--- src/lfs_pkg.sv ---
// Constants, reset values and state codes for the LED driver fault sequencer
// Summary of operation
// Overvoltage seen: gate low, dimming gate high, fault flag pulled low.
// Overvoltage cleared with hysteresis: switching, dimming gate and flag restored.
// Fault flag pulls low on overvoltage, string short or overtemperature.
// Outside short latching and counting, fault flag releases when cause ends.
// Overtemperature holds switching gate low and dimming gate high.
// Transistors return only after overtemperature clears; overload cycles output.
// Boost short held one microsecond starts an 8192 oscillator-cycle hiccup.
// During hiccup: gate low, dimming gate high, amplifier cut, flag low.
// After hiccup retry; flag stays latched until 20 us without short.
// Buck-boost short keeps regulating; short means low sense headroom.
// Buck-boost short counts up; flag after 8192 consecutive short cycles.
// Headroom restored counts down; flag clears after 8192 clear cycles.
// Current-sense trip ends each on-pulse for peak current-mode control.
// Current-sense trip ignored for 50 ns blanking at on-pulse start.
// Dimming input low: amplifier cut, dimming gate high, switching off.
// Hiccup and buck-boost counts use oscillator ticks; short times use clk.
package lfs_pkg;
    // ==========================================================
    // Widths
    localparam int CNT_W  = 14;
    localparam int SYNC_W = 8;

    // ==========================================================
    // Timing
    localparam int CLK_PERIOD_NS = 10;
    localparam int BLANK_NS      = 50;
    localparam int SHORT_QUAL_NS = 1000;
    localparam int RETRY_NS      = 20000;
    localparam logic [CNT_W-1:0] BLANK_CYC =
        CNT_W'((BLANK_NS + CLK_PERIOD_NS - 1) / CLK_PERIOD_NS);
    localparam logic [CNT_W-1:0] SHORT_QUAL_CYC =
        CNT_W'((SHORT_QUAL_NS + CLK_PERIOD_NS - 1) / CLK_PERIOD_NS);
    localparam logic [CNT_W-1:0] RETRY_CYC =
        CNT_W'((RETRY_NS + CLK_PERIOD_NS - 1) / CLK_PERIOD_NS);
    localparam logic [CNT_W-1:0] HICCUP_TICKS = 14'h2000;
    localparam logic [CNT_W-1:0] BB_TICKS     = 14'h2000;

    // ==========================================================
    // Reset values
    localparam logic RST_GATE     = 1'h0;
    localparam logic RST_DIM_N    = 1'h1;
    localparam logic RST_COMP     = 1'h0;
    localparam logic RST_FAULT_OE = 1'h0;
    localparam logic RST_LATCH    = 1'h0;
    localparam logic [CNT_W-1:0] RST_CNT = 14'h0000;
    localparam logic [SYNC_W-1:0] RST_SYNC = 8'h00;

    // ==========================================================
    // Boost short sequencer states
    typedef enum logic [3:0] {
        ST_RUN    = 4'b0001,
        ST_QUAL   = 4'b0010,
        ST_HICCUP = 4'b0100,
        ST_RETRY  = 4'b1000
    } lfs_state_e;
endpackage

--- src/lfs_qual_if.sv ---
// Handshake bundle between the sequencer and one qualification timer
`timescale 1ns/1ps
interface lfs_qual_if;
    logic cond;
    logic tick;
    logic done;
    modport tmr (input cond, input tick, output done);
    modport ctl (output cond, output tick, input done);
endinterface

--- src/lfs_sync.sv ---
// Two-stage synchroniser for the comparator and pin inputs
`timescale 1ns/1ps
module lfs_sync (
    // Clock and reset
    input  wire logic                     clk,
    input  wire logic                     rst,
    // Data
    input  wire logic [lfs_pkg::SYNC_W-1:0] d,
    output logic      [lfs_pkg::SYNC_W-1:0] q
);
    import lfs_pkg::*;

    logic [SYNC_W-1:0] meta;

    always_ff @(posedge clk or posedge rst) begin
        if (rst) begin
            meta <= RST_SYNC;
            q    <= RST_SYNC;
        end else begin
            meta <= d;
            q    <= meta;
        end
    end
endmodule

--- src/lfs_qual_timer.sv ---
// Consecutive-condition timer: done after LIMIT ticks of an unbroken condition
`timescale 1ns/1ps
module lfs_qual_timer #(
    parameter logic [lfs_pkg::CNT_W-1:0] LIMIT = 14'h0001
) (
    // Clock and reset
    input  wire logic clk,
    input  wire logic rst,
    // Condition and result
    lfs_qual_if.tmr   q
);
    import lfs_pkg::*;

    logic [CNT_W-1:0] cnt;
    logic [CNT_W-1:0] next_cnt;

    always_comb begin
        next_cnt = cnt;
        if (!q.cond) begin
            next_cnt = RST_CNT;
        end else if (q.tick && cnt != LIMIT) begin
            next_cnt = cnt + 14'h0001;
        end
    end

    always_ff @(posedge clk or posedge rst) begin
        if (rst) begin
            cnt <= RST_CNT;
        end else begin
            cnt <= next_cnt;
        end
    end

    assign q.done = q.cond && (cnt == LIMIT);
endmodule

--- src/lfs_fault_seq.sv ---
// Top of the LED driver fault and protection sequencer
`timescale 1ns/1ps
module lfs_fault_seq #(
    parameter logic [lfs_pkg::CNT_W-1:0] HICCUP_LEN = lfs_pkg::HICCUP_TICKS,
    parameter logic [lfs_pkg::CNT_W-1:0] BB_LEN     = lfs_pkg::BB_TICKS
) (
    // Clock and reset
    input  wire logic clk,
    input  wire logic rst,
    // Switching oscillator and configuration
    input  wire logic osc_in,
    input  wire logic boost_mode,
    // Comparator flags and dimming input
    input  wire logic overvoltage_sense,
    input  wire logic over_temp,
    input  wire logic boost_short,
    input  wire logic bb_short,
    input  wire logic cs_trip,
    input  wire logic dim_input,
    // Gate drives
    output logic      switch_gate_drive,
    output logic      dim_gate_drive_n,
    output logic      comp_connect,
    // Open-drain fault flag
    output logic      fault_n_o,
    output logic      fault_n_oe
);
    import lfs_pkg::*;

    // ==========================================================
    // Input synchronisation
    logic [SYNC_W-1:0] raw;
    logic [SYNC_W-1:0] syn;
    logic osc_s;
    logic boost_s;
    logic ov_s;
    logic ot_s;
    logic bs_s;
    logic bb_s;
    logic cs_s;
    logic dim_s;

    assign raw = {osc_in, boost_mode, overvoltage_sense, over_temp,
                  boost_short, bb_short, cs_trip, dim_input};

    lfs_sync u_sync (
        .clk (clk),
        .rst (rst),
        .d   (raw),
        .q   (syn)
    );

    assign osc_s   = syn[7];
    assign boost_s = syn[6];
    assign ov_s    = syn[5];
    assign ot_s    = syn[4];
    assign bs_s    = syn[3];
    assign bb_s    = syn[2];
    assign cs_s    = syn[1];
    assign dim_s   = syn[0];

    // ==========================================================
    // State
    lfs_state_e state;
    lfs_state_e next_state;
    logic       boost_latch;
    logic       next_boost_latch;
    logic       bb_fault;
    logic       next_bb_fault;
    logic       osc_d;
    logic       osc_tick;
    logic       boost_short_act;
    logic       bb_short_act;
    logic       sw_en;
    logic       next_gate;
    logic       next_dim_n;
    logic       next_comp;
    logic       next_fault_oe;

    assign osc_tick        = osc_s && !osc_d;
    assign boost_short_act = boost_s && bs_s;
    // short counted only
    // Buck-boost short never stops switching; only the counter watches it
    assign bb_short_act    = !boost_s && bb_s;

    // ==========================================================
    // Qualification timers
    lfs_qual_if blk_q ();
    lfs_qual_if sq_q ();
    lfs_qual_if hic_q ();
    lfs_qual_if ret_q ();
    lfs_qual_if bb_q ();

    assign blk_q.cond = switch_gate_drive;
    assign blk_q.tick = 1'b1;
    assign sq_q.cond  = (state == ST_QUAL) && boost_short_act;
    assign sq_q.tick  = 1'b1;
    // oscillator tick counts
    assign hic_q.cond = (state == ST_HICCUP);
    assign hic_q.tick = osc_tick;
    assign ret_q.cond = (state == ST_RETRY) && !boost_short_act;
    assign ret_q.tick = 1'b1;
    assign bb_q.cond  = (bb_short_act != bb_fault);
    assign bb_q.tick  = osc_tick;

    lfs_qual_timer #(.LIMIT(BLANK_CYC)) u_blank (
        .clk (clk),
        .rst (rst),
        .q   (blk_q)
    );

    lfs_qual_timer #(.LIMIT(SHORT_QUAL_CYC)) u_short (
        .clk (clk),
        .rst (rst),
        .q   (sq_q)
    );

    lfs_qual_timer #(.LIMIT(HICCUP_LEN)) u_hiccup (
        .clk (clk),
        .rst (rst),
        .q   (hic_q)
    );

    lfs_qual_timer #(.LIMIT(RETRY_CYC)) u_retry (
        .clk (clk),
        .rst (rst),
        .q   (ret_q)
    );

    lfs_qual_timer #(.LIMIT(BB_LEN)) u_bb (
        .clk (clk),
        .rst (rst),
        .q   (bb_q)
    );

    // ==========================================================
    // Boost short sequencer and buck-boost flag
    always_comb begin
        next_state       = state;
        next_boost_latch = boost_latch;
        next_bb_fault    = bb_fault;
        case (state)
            ST_RUN: begin
                if (boost_short_act) begin
                    next_state = ST_QUAL;
                end
            end
            ST_QUAL: begin
                // one-microsecond qualification
                if (sq_q.done) begin
                    next_state       = ST_HICCUP;
                    next_boost_latch = 1'b1;
                end else if (!boost_short_act) begin
                    next_state = boost_latch ? ST_RETRY : ST_RUN;
                end
            end
            ST_HICCUP: begin
                // retry once the hiccup time is over
                if (hic_q.done) begin
                    next_state = ST_RETRY;
                end
            end
            ST_RETRY: begin
                // latch clears only after a clean retry window
                if (boost_short_act) begin
                    next_state = ST_QUAL;
                end else if (ret_q.done) begin
                    next_state       = ST_RUN;
                    next_boost_latch = 1'b0;
                end
            end
            default: begin
                next_state       = ST_RUN;
                next_boost_latch = RST_LATCH;
            end
        endcase
        // flag flips after a full run of the opposite condition
        if (bb_q.done) begin
            next_bb_fault = !bb_fault;
        end
    end

    // ==========================================================
    // Gate and flag outputs
    always_comb begin
        // conditions that stop switching
        sw_en = dim_s && !ov_s && !ot_s && (state != ST_HICCUP);
        next_gate = switch_gate_drive;
        if (!sw_en) begin
            next_gate = 1'b0;
        end else if (osc_tick) begin
            next_gate = 1'b1;
        // trip ends the pulse only after blanking
        end else if (switch_gate_drive && blk_q.done && cs_s) begin
            next_gate = 1'b0;
        end
        // dimming gate follows the same enables
        next_dim_n = !sw_en;
        // amplifier cut while dimmed or in hiccup
        next_comp = dim_s && (state != ST_HICCUP);
        // fault pulls low only while a cause stands
        next_fault_oe = ov_s || ot_s || boost_latch || bb_fault;
    end

    always_ff @(posedge clk or posedge rst) begin
        if (rst) begin
            state             <= ST_RUN;
            boost_latch       <= RST_LATCH;
            bb_fault          <= RST_LATCH;
            osc_d             <= RST_LATCH;
            switch_gate_drive <= RST_GATE;
            dim_gate_drive_n  <= RST_DIM_N;
            comp_connect      <= RST_COMP;
            fault_n_oe        <= RST_FAULT_OE;
        end else begin
            state             <= next_state;
            boost_latch       <= next_boost_latch;
            bb_fault          <= next_bb_fault;
            osc_d             <= osc_s;
            switch_gate_drive <= next_gate;
            dim_gate_drive_n  <= next_dim_n;
            comp_connect      <= next_comp;
            fault_n_oe        <= next_fault_oe;
        end
    end

    // Open drain: only ever drives low
    assign fault_n_o = 1'b0;
endmodule

--- config.mk ---
export PLATFORM = sky130hd
export DESIGN_NAME = lfs_fault_seq
export DESIGN_NICKNAME = d
export VERILOG_FILES = /design/src/lfs_pkg.sv /design/src/lfs_qual_if.sv /design/src/lfs_sync.sv /design/src/lfs_qual_timer.sv /design/src/lfs_fault_seq.sv
export SDC_FILE = /design/constraint.sdc
export NUM_CORES = 1
export LEC_CHECK = 0
export ABC_CLOCK_PERIOD_IN_PS = 4200
export BUFFER_PORTS_ARGS = -buffer_cell sky130_fd_sc_hd__clkbuf_2
export CAP_MARGIN = 0
export CORE_AREA = 5 5 97 99
export CTS_CLUSTER_DIAMETER = 200
export CTS_CLUSTER_SIZE = 40
export DETAILED_ROUTE_END_ITERATION = 8
export DIE_AREA = 0 0 102 104
export GPL_ROUTABILITY_DRIVEN = 0
export GPL_TIMING_DRIVEN = 0
export PLACE_DENSITY = 0.77
export SLEW_MARGIN = 10
export SYNTH_ARGS = -nofsm -noshare
export SYNTH_HDL_FRONTEND = slang
export SYNTH_SLANG_ARGS = --single-unit
--- constraint.sdc ---
create_clock -name clk -period 4.2 [get_ports clk]
set_clock_uncertainty 0.05 [all_clocks]
set_input_delay 1.05 -clock clk [delete_from_list [all_inputs] [get_ports clk]]
set_output_delay 1.05 -clock clk [all_outputs]
set_load 0.05 [all_outputs]
; After elaboration in Yosys (flattened, before gate mapping)
; Index checks and enable logic that the tools add are counted.
[word_totals]
register_bits = 97
in_bits = 10
out_inout_bits = 5
word_cells = 106
[classes]
addsub = 5
eq_ne = 29
muxes = 25
bitwise = 1
n_reduce_logical = 31
[ops]
columns = operator, count
row1 = 14-bit 2-to-1 mux, 10
row2 = 14-bit by 1-bit adder with 14-bit output (second input constant), 5
row3 = 14-bit equality test (second input constant), 2
row4 = 4-bit 2-to-1 mux, 7
row5 = 14-bit inequality test (second input constant), 2
row6 = 1-bit logical AND, 18
row7 = 2-bit inequality test (second input constant), 9
row8 = 4-bit case mux with 4 select lines, 1
row9 = 14-bit by 11-bit equality test with 1-bit output (second input constant), 1
row10 = 14-bit by 3-bit equality test with 1-bit output (second input constant), 1
row11 = 14-bit by 7-bit equality test with 1-bit output (second input constant), 1
row12 = 14-bit by 11-bit inequality test with 1-bit output (second input constant), 1
row13 = 14-bit by 3-bit inequality test with 1-bit output (second input constant), 1
row14 = 14-bit by 7-bit inequality test with 1-bit output (second input constant), 1
row15 = 4-bit AND reduction, 2
row16 = 1-bit zero test, 7
row17 = 1-bit 2-to-1 mux, 6
row18 = 3-bit inequality test (second input constant), 2
row19 = 4-bit by 1-bit equality test with 1-bit output (second input constant), 1
row20 = 4-bit by 2-bit equality test with 1-bit output (second input constant), 1
row21 = 4-bit by 3-bit equality test with 1-bit output (second input constant), 1
row22 = 4-bit equality test (second input constant), 1
row23 = 4-bit by 3-bit inequality test with 1-bit output (second input constant), 1
row24 = 1-bit logical OR, 3
row25 = 6 further kinds, 6

; Longest topological paths before layout
[depth]
ltp_word = 7
depth_mapped = 7
ltp_nobuf = 7

; Cells and area by module
; A second synthesis with hierarchy kept.
[unflattened]
cells_unflattened = 495
hier_area_um2 = 4918.5
[by_module_without_submodules]
columns = module, n_inst, cells_per_inst, area_each_um2, seq_area_each_um2
row1 = lfs_qual_timer at u_bb ..., 3, 82, 773.2, 350.3
row2 = lfs_qual_timer at u_short, 1, 86, 814.5, 350.3
row3 = lfs_qual_timer at u_retry, 1, 79, 762.0, 350.3
row4 = lfs_fault_seq, 1, 67, 618.1, 277.8
row5 = lfs_sync, 1, 17, 404.1, 400.4

; Worst setup path before layout
; No wires, ideal clock.
[synth_timing]
path_kind = flip-flop to output port
start = register dim_gate_drive_n
end = output dim_gate_drive_n
arrival_time_ps = 656
required_time_ps = 3100
setup_slack_ps = 2444
stages_incl_launch_ff = 1
n_path_buf = 0
path_cell_list = dfstp_2
[synth_lines]
columns = element, line
row1 = "start, declared", lfs_fault_seq.sv:22  ; output logic dim_gate_drive_n,
row2 = "start signal, assigned", lfs_fault_seq.sv:221  ; dim_gate_drive_n <= next_dim_n;
; No word-level cell between the ends.

; Worst setup path after layout
[layout_timing]
start = register dim_gate_drive_n
end = output dim_gate_drive_n
; No word-level cell between the ends.

==> flow_summary.toml <==
[outcome]
status = "finished, final reports clean"

[synthesis]
synth_ff_type = "dfrtp_1"
syn_area_um2 = 4502
synth.yosys.seq_area_share_pct = 53.97
ys_warn_count = 0
syn_nets = 456
ys_types = 45
synth-async-reset-ratio_pct = 100.0
syn_avg_cell_area_um2 = 10.33
syn_inst = 436
yosys_register_bits = 97
synth_edf_count = 0

[power_and_ir_drop]
peakVddDrop_mv = 0.1786
total_power_mw = 1.639
p_leak_nw = 2.055
power_density_nw_per_um2 = 333.7

[global_routing]
track_usage_pct = 15.47
grt_max_degree = 57
overflow = 0
grt_pass1_vias = 3083
grt_pass1_wl_mm = 13.57
antenna_found_initial = 0

[hold_path]
whs_path_depth = 0
hold_path_class = "reg -> reg"
worstHoldStart = "u_sync.meta[5]"

[drt]
met1Wirelength_mm = 3.443
first_pass_iters = 5
drt_iter0_markers = 78
wl_met2_mm = 3.593
wl_per_cell_um = 12.90
drc = 0
wl_met3_um = 242
via_per_inst = 5.349
drt_wl_total_mm = 7.392
top_layer_used = "met4"
ant_nets = 0
vias = 3065

[setup_path]
critPathMaxFanout = 1
cpPeakStageDelay_ns = 0.53
path_buf_inv = 1
timing.rr.start = "u_short.cnt[0]"
crit_path_start_kind = "register"
worst_ep_arrival_time_ns = 1.14
cp-startpoint = "dim_gate_drive_n"
cp_top_family = "flip-flops"
end_kind = "output pin"
path_depth = 1
criticalPathCategory = "reg -> out"
reg2reg_depth = 7
cp_cell_sequence = "clkbuf_2"
cp_slowest_cell = "dfstp_2"
crit_required_ns = 3.10

[placed_design]
io_buffers = 13
hpwl_mm = 5.253

[clocking]
clkLatencyLatePin_ns = 0.35
cts_root_buf = "clkbuf_8"
cts_hold_buf = 0
cts_sinks = 97
post_cts_buffers = 0
clk_pin_slew_ns = 0.09
cts_buffer_depth = 2
tritoncts = "built"
cts-htree-levels = 3
cts_made_buffers = 9
cts_resized = 0

[layout]
final_cell_mix = "dfrtp_1, nor2_1, nand2_1, xor2_1, xnor2_1"
layout-drive-gt1-share_pct = 9.462
syn_to_final_growth_pct = 9.116
diodes = 0
multi_input_area_um2 = 1988
nNetsFinal = 481
area.sequential_um2 = 2430
final_common_cell = "dfrtp_1"
fill_cells = 719

[floorplanning]
ios = 15
fp.dieH_um = 104
design.die.area_um2 = 10610
core_area_um2 = 8466
die_w_um = 102
rows = 34
initial_core_util_pct = 53.18

[job]
cap_violations = 0

[sta]
worst_pin_slew_ns = 0.6312
hold_ws_ns = 0.3030
post-route-period-util_pct = 53.35
final_hold_viol_count = 0
fmax_mhz = 446.3
period_needed_ns = 2.241
finalSetupViolCount = 0
rsz0062_at_grt = "false"
drv_slew = 0
maxSlewHeadroom_pct = 57.33
-- state kept, by name (all words and copies together), names as in the netlist --
name               flops
dim_gate_drive_n       1
boost_latch            1
u_sync.q               8
u_retry.cnt           14
osc_d                  1
state                  4
switch_gate_drive      1
u_bb.cnt              14
fault_n_oe             1
comp_connect           1
u_sync.meta            8
bb_fault               1
u_hiccup.cnt          14
u_short.cnt           14
u_blank.cnt           14
-- routing by layer --
metal | GRT usage [%] | up-vias
li1 | - | 1521
met1 | 20.15 | 1485
met2 | 24.98 | 44
met3 | 4.292 | 15
met4 | 4.686 | 0
met5 | 0 | -
-- synth_stat cells, types with 2 or more instances --
cell type	n	area, um2
and2_1	12	75.07
a31oi_1	5	31.28
a21oi_1	8	40.04
nand2_1	40	150.1
o21ai_0	5	25.02
nor2_1	72	270.3
nor2b_1	5	31.28
nor4b_1	8	70.07
and3_1	9	56.30
a21boi_0	3	22.52
nor4_1	2	12.51
dfstp_2	2	52.55
xnor2_1	24	210.2
nand4_1	18	112.6
and4_1	5	43.79
nor3_1	7	35.03
xor2_1	38	332.8
clkbuf_1	6	22.52
dfrtp_1	95	2377
nand3_1	23	115.1
inv_1	13	48.80
ha_1	10	125.1
nand4_2	2	25.02
or3_1	3	18.77
-- report_power, final --
group / total [mW] / switching [mW] / internal [mW]
combinational: 0.112 / 0.0682 / 0.0435
sequential: 0.973 / 0.0177 / 0.955
clock: 0.555 / 0.307 / 0.248
-- stage by stage --
step,area [um2],worst slack [ns],utilization [%],cells,TNS (ns)
floorplan,4502,0.5696,-,436,0
global placement,4702,-0.4028,55.54,557,-37.79
detailed placement,4732,2.294,55.90,558,0
CTS,4912,1.938,58.03,573,0
global route,4912,1.915,58.03,573,0
finish,4912,1.959,58.03,573,0
-- cells by family (layout without fill, tap and decap cells) --
logic type / after synthesis / after routing / share of synthesized area (%)
simple gates: 219 / 219 / 25.63
flops: 97 / 97 / 53.97
xor+xnor: 62 / 62 / 12.06
compound gates: 25 / 25 / 3.363
buf+inv: 21 / 50 / 1.862
fa+ha+maj: 10 / 10 / 2.779
other cells: 1 / 1 / 0.08330
mux: 1 / 1 / 0.2501
-- final cells by class --
type / instances / area share, %
plain buffers: 8 / 0.7132
clock buffers: 12 / 3.158
clock inverters: 3 / 0.5094
inverters: 13 / 1.044
multi-input cells: 318 / 40.47
flip-flops and latches: 97 / 49.47
well taps: 108 / 2.751
repair buffers: 14 / 1.885
-- worst paths after layout --
kind / endpoint / slack (ns)
min in group asynchronous: u_short.cnt[8] / 0.67
max in group asynchronous: dim_gate_drive_n / 2.72
setup / recovery: dim_gate_drive_n / 1.96
hold / removal: u_sync.q[5] / 0.30
hold reg to reg: u_sync.q[5] / 0.30
setup reg to reg: state[3] / 2.28
Note: power is estimated with default switching activity, not from simulation.
